==> config.mk <==
export PLATFORM = sky130hd
export DESIGN_NAME = branch_misc_opcode_decode
export DESIGN_NICKNAME = d
export VERILOG_FILES = /design/src/rtl/branch_decode_pkg.sv /design/src/rtl/branch_misc_opcode_decode.sv /design/src/rtl/pin_stabilizer.sv /design/src/rtl/rel_target.sv
export SDC_FILE = /design/constraint.sdc
export NUM_CORES = 1
export LEC_CHECK = 0
export BUFFER_PORTS_ARGS = -buffer_cell sky130_fd_sc_hd__buf_2
export CORE_ASPECT_RATIO = 1.1
export CORE_MARGIN = 5
export CORE_UTILIZATION = 51
export DETAILED_ROUTE_END_ITERATION = 12
export GPL_ROUTABILITY_DRIVEN = 0
export GPL_TIMING_DRIVEN = 0
export PLACE_DENSITY = 0.77
export RECOVER_POWER = 100
export SETUP_SLACK_MARGIN = 0.05
export SLEW_MARGIN = 20
export SYNTH_ARGS = -nofsm -noshare
export SYNTH_HDL_FRONTEND = slang
export SYNTH_HIERARCHICAL = 1
export SYNTH_SLANG_ARGS = --single-unit
==> constraint.sdc <==
create_clock -name mclk_i -period 5 [get_ports mclk_i]
set_clock_uncertainty 0.05 [all_clocks]
set_input_delay 0.75 -clock mclk_i [delete_from_list [all_inputs] [get_ports mclk_i]]
set_output_delay 0.75 -clock mclk_i [all_outputs]
set_load 0.01 [all_outputs]
==> src/rtl/branch_decode_pkg.sv <==
// Purpose: shared constants of the branch and misc opcode executor
// Assumes: 8-bit core, 16-bit program counter
// Notes:   opcode codes, operand classes, address layout
package branch_decode_pkg;
	localparam logic [7:0] OP_NOP       = 8'h00;
	localparam logic [7:0] OP_BSET_CLR  = 8'h10;
	localparam logic [7:0] OP_BIT_SET   = 8'h20;
	localparam logic [7:0] OP_BIT_CLR   = 8'h30;
	localparam logic [7:0] OP_ACC_ZERO  = 8'h60;
	localparam logic [7:0] OP_JNZ       = 8'h70;
	localparam logic [7:0] OP_JMPI      = 8'h73;
	localparam logic [7:0] OP_EXT       = 8'hA5;
	localparam logic [7:0] OP_CJ_IMM    = 8'hB4;
	localparam logic [7:0] OP_CJ_DIR    = 8'hB5;
	localparam logic [7:0] OP_DJ_DIR    = 8'hD5;
	localparam logic [6:0] OP_CJ_IND_HI = 7'h5B;
	localparam logic [4:0] OP_CJ_REG_HI = 5'h17;
	localparam logic [4:0] OP_DJ_REG_HI = 5'h1B;
	localparam logic [4:0] OP_JUMP_LO   = 5'h01;
	localparam logic [4:0] OP_CALL_LO   = 5'h11;
	localparam logic [3:0] EXT_STORE    = 4'h1;
	localparam logic [7:0] BIT_RAM_BASE = 8'h20;
	localparam logic [7:0] PIN_PORT_ADR = 8'h80;
	localparam logic [7:0] ONE_BYTE     = 8'h01;
	localparam logic [1:0] LEN1         = 2'h1;
	localparam logic [1:0] LEN2         = 2'h2;
	localparam logic [1:0] LEN3         = 2'h3;
	localparam logic [3:0] CL_NONE      = 4'h0;
	localparam logic [3:0] CL_BIT_SET   = 4'h1;
	localparam logic [3:0] CL_BIT_CLR   = 4'h2;
	localparam logic [3:0] CL_BSET_CLR  = 4'h3;
	localparam logic [3:0] CL_JMPI      = 4'h4;
	localparam logic [3:0] CL_ACC_ZERO  = 4'h5;
	localparam logic [3:0] CL_JNZ       = 4'h6;
	localparam logic [3:0] CL_CJ_DIR    = 4'h7;
	localparam logic [3:0] CL_CJ_IMM    = 4'h8;
	localparam logic [3:0] CL_CJ_REG    = 4'h9;
	localparam logic [3:0] CL_CJ_IND    = 4'hA;
	localparam logic [3:0] CL_DJ_REG    = 4'hB;
	localparam logic [3:0] CL_DJ_DIR    = 4'hC;
	localparam logic [3:0] CL_EXT       = 4'hD;
	localparam logic [3:0] CL_ABS       = 4'hE;
	localparam logic [3:0] CL_NOP       = 4'hF;
endpackage

==> src/rtl/branch_misc_opcode_decode.sv <==
// Purpose: executes conditional, compare, decrement and misc opcodes
// Assumes: operand bytes arrive with the opcode; rd_data_i answers
//          rd_addr_o in the same cycle
// Notes:   input port bytes are read through a stabilised copy
// Operation
// - opcode 30 jumps when bit is zero; three bytes, two cycles
// - opcode 10 jumps when bit is one and clears it
// - opcode 73 loads pc with accumulator plus data pointer
// - opcode 60 jumps when accumulator is zero; two bytes
// - opcode 70 jumps when accumulator is nonzero; two bytes
// - opcode B5 jumps when accumulator differs from direct byte
// - opcode B4 jumps when accumulator differs from immediate
// - opcodes B8-BF jump when register differs from immediate
// - opcodes B6-B7 jump when indirect byte differs from immediate
// - opcodes D8-DF decrement register, jump if nonzero; three bytes
// - opcode D5 decrements direct byte, jumps if nonzero
// - opcode A5 is program store or trap by extension nibble
// - register number comes from the opcode's low three bits, low bit only for B6-B7
// - absolute opcodes give top three of eleven address bits
// - bit tests of raw input pins may be evaluated wrongly
// - memory, special registers and output bits evaluate correctly
// - a steady input pin yields a correct branch decision
// - opcode 20 jumps when bit is one; three bytes, two cycles
// - absolute call and jump opcodes are two bytes, two cycles
`timescale 1ns/1ps
module branch_misc_opcode_decode (
	input  wire logic        mclk_i,
	input  wire logic        srst_i,
	input  wire logic        op_valid_i,
	input  wire logic [7:0]  opcode_i,
	input  wire logic [7:0]  operand1_i,
	input  wire logic [7:0]  operand2_i,
	input  wire logic [15:0] pc_i,
	input  wire logic [7:0]  acc_i,
	input  wire logic [15:0] data_pointer_i,
	input  wire logic [1:0]  bank_i,
	input  wire logic [7:0]  extension_select_reg_i,
	input  wire logic [7:0]  rd_data_i,
	input  wire logic [7:0]  pins_i,
	output logic             ready_o,
	output logic      [7:0]  rd_addr_o,
	output logic             done_o,
	output logic             branch_o,
	output logic      [15:0] pc_o,
	output logic             call_o,
	output logic      [15:0] ret_pc_o,
	output logic             wr_en_o,
	output logic      [7:0]  wr_addr_o,
	output logic      [7:0]  wr_data_o,
	output logic             pm_we_o,
	output logic      [15:0] pm_addr_o,
	output logic      [7:0]  pm_data_o,
	output logic             data_pointer_inc_o,
	output logic             trap_o,
	output logic             unknown_o
);
	typedef enum logic [1:0] {
		st_idle,
		st_fetch,
		st_exec
	} exec_state_e;

	exec_state_e state;
	logic [7:0]  op;
	logic [7:0]  opnd1;
	logic [7:0]  opnd2;
	logic [15:0] pc;
	logic [7:0]  acc;
	logic [15:0] data_ptr;
	logic [1:0]  bank;
	logic [7:0]  ext_sel;
	logic [7:0]  pins_stable;
	logic [3:0]  cls;
	logic [7:0]  val;
	logic        bitv;
	logic [7:0]  dec;
	logic [7:0]  rel;
	logic [15:0] fall_pc;
	logic [15:0] rel_pc;
	logic        next_take;
	logic [15:0] next_pc;
	logic        next_wr;
	logic [7:0]  next_wdata;

	////////////////////////////////////////////////////////////////////
	// decode helpers

	function automatic logic [3:0] op_class(input logic [7:0] o);
		logic [3:0] c;
		c = branch_decode_pkg::CL_NONE;
		if (o == branch_decode_pkg::OP_BIT_SET) begin
			c = branch_decode_pkg::CL_BIT_SET;
		end else if (o == branch_decode_pkg::OP_BIT_CLR) begin
			c = branch_decode_pkg::CL_BIT_CLR;
		end else if (o == branch_decode_pkg::OP_BSET_CLR) begin
			c = branch_decode_pkg::CL_BSET_CLR;
		end else if (o == branch_decode_pkg::OP_JMPI) begin
			c = branch_decode_pkg::CL_JMPI;
		end else if (o == branch_decode_pkg::OP_ACC_ZERO) begin
			c = branch_decode_pkg::CL_ACC_ZERO;
		end else if (o == branch_decode_pkg::OP_JNZ) begin
			c = branch_decode_pkg::CL_JNZ;
		end else if (o == branch_decode_pkg::OP_CJ_DIR) begin
			c = branch_decode_pkg::CL_CJ_DIR;
		end else if (o == branch_decode_pkg::OP_CJ_IMM) begin
			c = branch_decode_pkg::CL_CJ_IMM;
		end else if (o[7:3] == branch_decode_pkg::OP_CJ_REG_HI) begin
			c = branch_decode_pkg::CL_CJ_REG;
		end else if (o[7:1] == branch_decode_pkg::OP_CJ_IND_HI) begin
			c = branch_decode_pkg::CL_CJ_IND;
		end else if (o[7:3] == branch_decode_pkg::OP_DJ_REG_HI) begin
			c = branch_decode_pkg::CL_DJ_REG;
		end else if (o == branch_decode_pkg::OP_DJ_DIR) begin
			c = branch_decode_pkg::CL_DJ_DIR;
		end else if (o == branch_decode_pkg::OP_EXT) begin
			c = branch_decode_pkg::CL_EXT;
		end else if (o[4:0] == branch_decode_pkg::OP_JUMP_LO) begin
			c = branch_decode_pkg::CL_ABS;
		end else if (o[4:0] == branch_decode_pkg::OP_CALL_LO) begin
			c = branch_decode_pkg::CL_ABS;
		end else if (o == branch_decode_pkg::OP_NOP) begin
			c = branch_decode_pkg::CL_NOP;
		end
		return c;
	endfunction

	// byte length per class
	function automatic logic [1:0] op_len(input logic [3:0] c);
		logic [1:0] l;
		l = branch_decode_pkg::LEN3;
		case (c)
			branch_decode_pkg::CL_JMPI,
			branch_decode_pkg::CL_EXT,
			branch_decode_pkg::CL_NOP,
			branch_decode_pkg::CL_NONE: l = branch_decode_pkg::LEN1;
			branch_decode_pkg::CL_ACC_ZERO,
			branch_decode_pkg::CL_JNZ,
			branch_decode_pkg::CL_ABS: l = branch_decode_pkg::LEN2;
			default: l = branch_decode_pkg::LEN3;
		endcase
		return l;
	endfunction

	// working register address in the selected bank
	function automatic logic [7:0] reg_addr(input logic [1:0] b,
		input logic [2:0] r);
		return {3'b000, b, r};
	endfunction

	// byte that holds an addressable bit
	function automatic logic [7:0] bit_byte(input logic [7:0] b);
		logic [7:0] a;
		a = {b[7:3], 3'b000};
		if (!b[7]) begin
			a = 8'(branch_decode_pkg::BIT_RAM_BASE + {4'h0, b[6:3]});
		end
		return a;
	endfunction

	// first read address of each class
	function automatic logic [7:0] first_addr(input logic [3:0] c,
		input logic [7:0] o, input logic [7:0] b1, input logic [1:0] b);
		logic [7:0] a;
		a = b1;
		case (c)
			branch_decode_pkg::CL_BIT_SET,
			branch_decode_pkg::CL_BIT_CLR,
			branch_decode_pkg::CL_BSET_CLR: a = bit_byte(b1);
			branch_decode_pkg::CL_CJ_REG,
			branch_decode_pkg::CL_DJ_REG: a = reg_addr(b, o[2:0]);
			branch_decode_pkg::CL_CJ_IND: a = reg_addr(b, {2'b00, o[0]});
			default: a = b1;
		endcase
		return a;
	endfunction

	////////////////////////////////////////////////////////////////////
	// input port stabiliser and target adder

	pin_stabilizer u_pins (
		.mclk_i (mclk_i),
		.srst_i (srst_i),
		.pins_i (pins_i),
		.pins_o (pins_stable)
	);

	rel_target u_target (
		.pc_i      (pc),
		.len_i     (op_len(cls)),
		.rel_i     (rel),
		.next_pc_o (fall_pc),
		.target_o  (rel_pc)
	);

	assign cls = op_class(op);

	////////////////////////////////////////////////////////////////////
	// instruction capture and sequencing

	always_ff @(posedge mclk_i) begin
		if (srst_i) begin
			state   <= st_idle;
			ready_o <= 1'b1;
		end else begin
			case (state)
				st_idle: begin
					if (op_valid_i) begin
						state   <= st_fetch;
						ready_o <= 1'b0;
					end
				end
				st_fetch: begin
					if (cls == branch_decode_pkg::CL_NOP || cls == branch_decode_pkg::CL_NONE) begin
						state   <= st_idle;
						ready_o <= 1'b1;
					end else if (cls == branch_decode_pkg::CL_EXT
						&& ext_sel[7:4] != branch_decode_pkg::EXT_STORE) begin
						state   <= st_idle;
						ready_o <= 1'b1;
					end else begin
						state <= st_exec;
					end
				end
				default: begin
					state   <= st_idle;
					ready_o <= 1'b1;
				end
			endcase
		end
	end

	always_ff @(posedge mclk_i) begin
		if (srst_i) begin
			op      <= 8'h00;
			opnd1   <= 8'h00;
			opnd2   <= 8'h00;
			pc      <= 16'h0000;
			acc     <= 8'h00;
			data_ptr <= 16'h0000;
			bank    <= 2'b00;
			ext_sel <= 8'h00;
		end else if (state == st_idle && op_valid_i) begin
			op      <= opcode_i;
			opnd1   <= operand1_i;
			opnd2   <= operand2_i;
			pc      <= pc_i;
			acc     <= acc_i;
			data_ptr <= data_pointer_i;
			bank    <= bank_i;
			ext_sel <= extension_select_reg_i;
		end
	end

	// read address: operand, bit byte or register, then pointer target for indirect
	always_ff @(posedge mclk_i) begin
		if (srst_i) begin
			rd_addr_o <= 8'h00;
		end else if (state == st_idle && op_valid_i) begin
			rd_addr_o <= first_addr(op_class(opcode_i), opcode_i, operand1_i, bank_i);
		end else if (state == st_fetch && cls == branch_decode_pkg::CL_CJ_IND) begin
			rd_addr_o <= rd_data_i;
		end
	end

	////////////////////////////////////////////////////////////////////
	// execute: operand value, decision and target

	// one-hot mask of the addressed bit
	function automatic logic [7:0] bit_mask(input logic [2:0] n);
		return 8'(branch_decode_pkg::ONE_BYTE << n);
	endfunction

	always_comb begin
		// input port bytes come from the stabilised copy
		val = rd_data_i;
		if (rd_addr_o == branch_decode_pkg::PIN_PORT_ADR) begin
			val = pins_stable;
		end
		bitv = val[opnd1[2:0]];
		dec  = 8'(val - branch_decode_pkg::ONE_BYTE);
		rel  = (op_len(cls) == branch_decode_pkg::LEN2) ? opnd1 : opnd2;
		next_take  = 1'b0;
		next_wr    = 1'b0;
		next_wdata = val;
		case (cls)
			branch_decode_pkg::CL_BIT_SET: next_take = bitv;
			branch_decode_pkg::CL_BIT_CLR: next_take = !bitv;
			branch_decode_pkg::CL_BSET_CLR: begin
				next_take  = bitv;
				next_wr    = bitv;
				next_wdata = val & ~bit_mask(opnd1[2:0]);
			end
			branch_decode_pkg::CL_JMPI: next_take = 1'b1;
			branch_decode_pkg::CL_ACC_ZERO: next_take = (acc == 8'h00);
			branch_decode_pkg::CL_JNZ: next_take = (acc != 8'h00);
			branch_decode_pkg::CL_CJ_DIR: next_take = (acc != val);
			branch_decode_pkg::CL_CJ_IMM: next_take = (acc != opnd1);
			branch_decode_pkg::CL_CJ_REG: next_take = (val != opnd1);
			branch_decode_pkg::CL_CJ_IND: next_take = (val != opnd1);
			branch_decode_pkg::CL_DJ_REG,
			branch_decode_pkg::CL_DJ_DIR: begin
				next_take  = (dec != 8'h00);
				next_wr    = 1'b1;
				next_wdata = dec;
			end
			branch_decode_pkg::CL_ABS: next_take = 1'b1;
			default: next_take = 1'b0;
		endcase
		next_pc = fall_pc;
		if (next_take) begin
			next_pc = rel_pc;
			if (cls == branch_decode_pkg::CL_JMPI) begin
				next_pc = 16'(data_ptr + {8'h00, acc});
			end else if (cls == branch_decode_pkg::CL_ABS) begin
				next_pc = {fall_pc[15:11], op[7:5], opnd1};
			end
		end
	end

	////////////////////////////////////////////////////////////////////
	// result outputs

	always_ff @(posedge mclk_i) begin
		if (srst_i) begin
			done_o    <= 1'b0;
			branch_o  <= 1'b0;
			pc_o      <= 16'h0000;
			call_o    <= 1'b0;
			ret_pc_o  <= 16'h0000;
			unknown_o <= 1'b0;
		end else begin
			done_o    <= 1'b0;
			branch_o  <= 1'b0;
			call_o    <= 1'b0;
			unknown_o <= 1'b0;
			if (state == st_exec) begin
				done_o   <= 1'b1;
				branch_o <= next_take;
				pc_o     <= next_pc;
				call_o   <= (cls == branch_decode_pkg::CL_ABS) && op[4];
				ret_pc_o <= fall_pc;
			end else if (state == st_fetch && (cls == branch_decode_pkg::CL_NOP
				|| cls == branch_decode_pkg::CL_NONE
				|| (cls == branch_decode_pkg::CL_EXT
				&& ext_sel[7:4] != branch_decode_pkg::EXT_STORE))) begin
				done_o    <= 1'b1;
				pc_o      <= fall_pc;
				ret_pc_o  <= fall_pc;
				unknown_o <= (cls == branch_decode_pkg::CL_NONE);
			end
		end
	end

	// data memory write-back for clear and decrement
	always_ff @(posedge mclk_i) begin
		if (srst_i) begin
			wr_en_o   <= 1'b0;
			wr_addr_o <= 8'h00;
			wr_data_o <= 8'h00;
		end else begin
			wr_en_o <= 1'b0;
			if (state == st_exec && next_wr) begin
				wr_en_o   <= 1'b1;
				wr_addr_o <= rd_addr_o;
				wr_data_o <= next_wdata;
			end
		end
	end

	// extension opcode: program store or trap
	always_ff @(posedge mclk_i) begin
		if (srst_i) begin
			pm_we_o            <= 1'b0;
			pm_addr_o          <= 16'h0000;
			pm_data_o          <= 8'h00;
			data_pointer_inc_o <= 1'b0;
			trap_o             <= 1'b0;
		end else begin
			pm_we_o            <= 1'b0;
			data_pointer_inc_o <= 1'b0;
			trap_o             <= 1'b0;
			if (cls == branch_decode_pkg::CL_EXT) begin
				if (state == st_exec) begin
					pm_we_o            <= 1'b1;
					pm_addr_o          <= data_ptr;
					pm_data_o          <= acc;
					data_pointer_inc_o <= 1'b1;
				end else if (state == st_fetch
					&& ext_sel[7:4] != branch_decode_pkg::EXT_STORE) begin
					trap_o <= 1'b1;
				end
			end
		end
	end
endmodule

==> src/rtl/pin_stabilizer.sv <==
// Purpose: three-stage input pin synchroniser with agreement filter
// Assumes: pins are asynchronous to mclk_i
// Notes:   a bit changes only once stages two and three agree
`timescale 1ns/1ps
module pin_stabilizer (
	input  wire logic       mclk_i,
	input  wire logic       srst_i,
	input  wire logic [7:0] pins_i,
	output logic      [7:0] pins_o
);
	logic [7:0] stage1;
	logic [7:0] stage2;
	logic [7:0] stage3;

	always_ff @(posedge mclk_i) begin
		if (srst_i) begin
			stage1 <= 8'h00;
			stage2 <= 8'h00;
			stage3 <= 8'h00;
		end else begin
			stage1 <= pins_i;
			stage2 <= stage1;
			stage3 <= stage2;
		end
	end

	for (genvar i = 0; i < 8; i++) begin : g_bit
		always_ff @(posedge mclk_i) begin
			if (srst_i) begin
				pins_o[i] <= 1'b0;
			end else if (stage2[i] == stage3[i]) begin
				pins_o[i] <= stage3[i];
			end
		end
	end
endmodule

==> src/rtl/rel_target.sv <==
// Purpose: relative branch target and fall-through address
// Assumes: pc_i is the address of the opcode byte
// Notes:   purely combinational
`timescale 1ns/1ps
module rel_target (
	input  wire logic [15:0] pc_i,
	input  wire logic [1:0]  len_i,
	input  wire logic [7:0]  rel_i,
	output logic      [15:0] next_pc_o,
	output logic      [15:0] target_o
);
	// offset is sign-extended and added to the following address
	assign next_pc_o = 16'(pc_i + {14'h0000, len_i});
	assign target_o  = 16'(next_pc_o + {{8{rel_i[7]}}, rel_i});
endmodule

==> impl_metrics.yaml <==
global_route:
  grt_max_degree: 22
  first_global_vias: 10800
  antenna_found_initial: 0
  grt_usage_pct: 28.6
  grt_pass1_wl_um: 54800
  gr-total-overflow: 0
clocking:
  h-tree-depth: 4
  cts_hold_buf: 0
  ctsRootBufferMaster: "clkbuf_16"
  cts.clk_slew.worst_paths_ns: 0.08
  cts_tree: "built"
  clkLatencyLatePin_ns: 0.45
  numCtsBuffers: 17
  cts_max_path_buffers: 2
  numClockSinks: 190
cells_and_area:
  utilization_pct: 65.7
  n_fill_cell: 1676
  multiInputGateArea_um2: 6870
  nets: 1710
  final_cells: 1855
  num_antenna_cells: 0
  area_growth_syn_to_layout_pct: 27.7
  drive_gt1_share_pct: 21.3
  final-seq-area_um2: 3810
logic_synthesis:
  synthFlopType: "dfxtp_1"
  synth_most_common_cell: "nand2_1"
  synth_seq_cells: 190
  syn_area_um2: 10500
  synth_top_area_share_pct: 36.3
  yosys_warnings: 6
  yosysUniqueCellTypes: 86
  syn_inst: 1327
  yosys.area.top_type: "dfxtp_1"
  avgSynthCellArea_um2: 7.90
  yosys-top-cells-area: "dfxtp_1 (36%), nand2_1 (9.9%), a21oi_1 (8.1%)"
  yosys-top-cells-count: "nand2_1 (277), dfxtp_1 (190), a21oi_1 (170)"
  synth-edff-count: 0
  seq_area_frac_synth_pct: 36.3
  ys_async_sr_fraction_pct: 0
  synth_nets: 1451
power:
  cellPowerDensity_nw_per_um2: 299
  p_leak_nw: 5.21
  power_mw: 4.01
  ir_worst_vdd_mv: 0.279
timing:
  period_needed_ns: 5.28
  slew_violations: 0
  final_hold_viol_count: 0
  maxSlewHeadroom_pct: 42.8
  worst_pin_slew_ns: 0.858
  post-route-period-util_pct: 106
  fmax_ghz: 0.189
  setup_slack_ns: -0.284
  setup_violations: 7
  rsz0062_at_grt: "yes"
route:
  route.vias.total: 11500
  drtPass1Iterations: 6
  vias_per_cell: 6.17
  drt-initial-drc-count: 1171
  ant_nets: 0
  drt-total-wl_um: 37000
  drc: 0
  routedWlPerCell_um: 19.9
setup_path:
  rr_startpoint: "op[2]"
  cp.required_ns: 5.32
  worst_setup_path_end_kind: "register"
  crit_type: "reg -> reg"
  cp-startpoint: "op[2]"
  start_kind: "register"
  rr_worst_depth: 22
  cp.arrival_ns: 5.60
  worst-path-max-fanout: 8
floorplan:
  coreArea_um2: 20400
  die_w_um: 147
  fp.dieH_um: 160
  start_util_pct: 51.4
  fp-row-count: 55
  ioPinCount: 182
  dieArea_um2: 23500
job:
  drv_cap: 0
outcome:
  violations: "setup timing"
  status: "finished, violations left"
worst_hold_path:
  hold_class: "reg -> reg"
  whs_path_depth: 1
  min_from: "u_pins/stage1[0]"
place:
  numPortBuffers: 176
  numPlacedInstances: 1759
  dp_hpwl_um: 24500
logic make-up (layout without fill, tap and decap cells):
| family | count (synthesis) | count (layout) | synth area share [%] |
|---|---|---|---|
| muxes | 46 | 46 | 4.73 |
| AOI/OAI and AO/OA | 321 | 321 | 18.7 |
| xor gates and xnor gates | 65 | 65 | 5.51 |
| and+or+nand+nor | 573 | 573 | 26.3 |
| DFF | 190 | 190 | 36.3 |
| buffers and inverters | 101 | 373 | 4.49 |
| adders and majority gates | 31 | 31 | 3.92 |
path summary, 6_finish.rpt:
| check | slack [ns] | endpoint |
|---|---|---|
| setup reg to reg | -0.28 | pc_o[9] |
| hold reg to reg | 0.39 | u_pins/stage2[0] |
| hold / removal | 0.39 | u_pins/stage2[0] |
| setup / recovery | -0.28 | pc_o[9] |
layer usage:
metal | vias to the layer above | wire [µm] | GRT usage (%)
met4 | 0 | 2610 | 16.8
met5 | - | 0 | 0
met3 | 264 | 3480 | 5.87
li1 | 5132 | - | -
met1 | 5304 | 13700 | 33.4
met2 | 753 | 17200 | 48.3
flip-flops by register name, summed over array words and instances (netlist names), 2 cells and up:
signal,count
wr_data_o,8
u_pins/stage3,8
pc,16
data_ptr,16
ret_pc_o,16
acc,8
u_pins/stage2,8
pm_addr_o,16
wr_addr_o,8
pm_data_o,8
u_pins/stage1,8
ext_sel,4
opnd2,8
opnd1,8
op,8
u_pins/pins_o,8
state,2
rd_addr_o,8
pc_o,16
through the flow:
step | hold WS (ns) | TNS (ns) | setup WS (ns) | area [µm²]
2_1_floorplan | 0.364 | 0 | 0.0649 | 10500
3_3_place_gp | 0.368 | -7.68 | -0.988 | 11700
5_1_grt | 0.412 | -2.46 | -0.389 | 13400
3_5_place_dp | 0.376 | -8.17 | -1.02 | 11700
4_1_cts | 0.388 | -0.0846 | -0.0846 | 13100
6_report | 0.386 | -1.30 | -0.284 | 13400
layout by cell type (no fill, tap or decap), drive strengths merged, types with 8 or more instances in the layout:
master and instances:
a311oi 9, nor2b 37, mux2i 34, nor2 91, ha 28, a211oi 18, nand3b 8, o211ai 8
inv 27, nand2 279, mux2 12, a21o 9, nand3 26, clkinv 9, nor4 12, or3 16
nand2b 12, dfxtp 190, nor3b 8, a21oi 171, nor3 34, xor2 28, o21ai 57, clkbuf 166
nand4 10, and2 8, xnor2 37, buf 170
critical path: stages (launching register included):
cell and delay, ns:
dfxtp_2 0.32, buf_6 0.13, or3_4 0.42, nor4_4 0.37, o21a_2 0.22, or4_4 0.13
or2_4 0.11, nor3b_4 0.34, fa_2 0.39, buf_6 0.13, nand3_4 0.09, xnor2_4 0.28
ha_4 0.27, a21oi_4 0.20, o22ai_2 0.11, or3_1 0.35, a21oi_2 0.22, xnor2_2 0.14
mux2i_1 0.10, nor2_1 0.16, a21oi_2 0.08, or3_4 0.36, a311oi_2 0.23
where the power goes:
part	switching, mW	internal (mW)	leakage, nW
Sequential	0.0802	1.58	1.55
Clock	0.716	0.681	0.296
Combinational	0.549	0.397	3.37
layout make-up:
class,count,area share [%]
tap,256,2.39
timing repair buffer,243,9.59
buffer,77,3.02
clock buffer,17,3.18
inverter,21,0.589
sequential,190,28.5
clock inverter,15,1.41
multi-input combinational,1036,51.3
what timing repair did:
action | in CTS | in global routing
setup buffers | 43 | 23
gates cloned | 0 | 1
pin swaps | 42 | 51
gates resized for setup | 97 | 40
setup endpoints to repair | 13 | 10
Power figures use the tool's default switching activity.
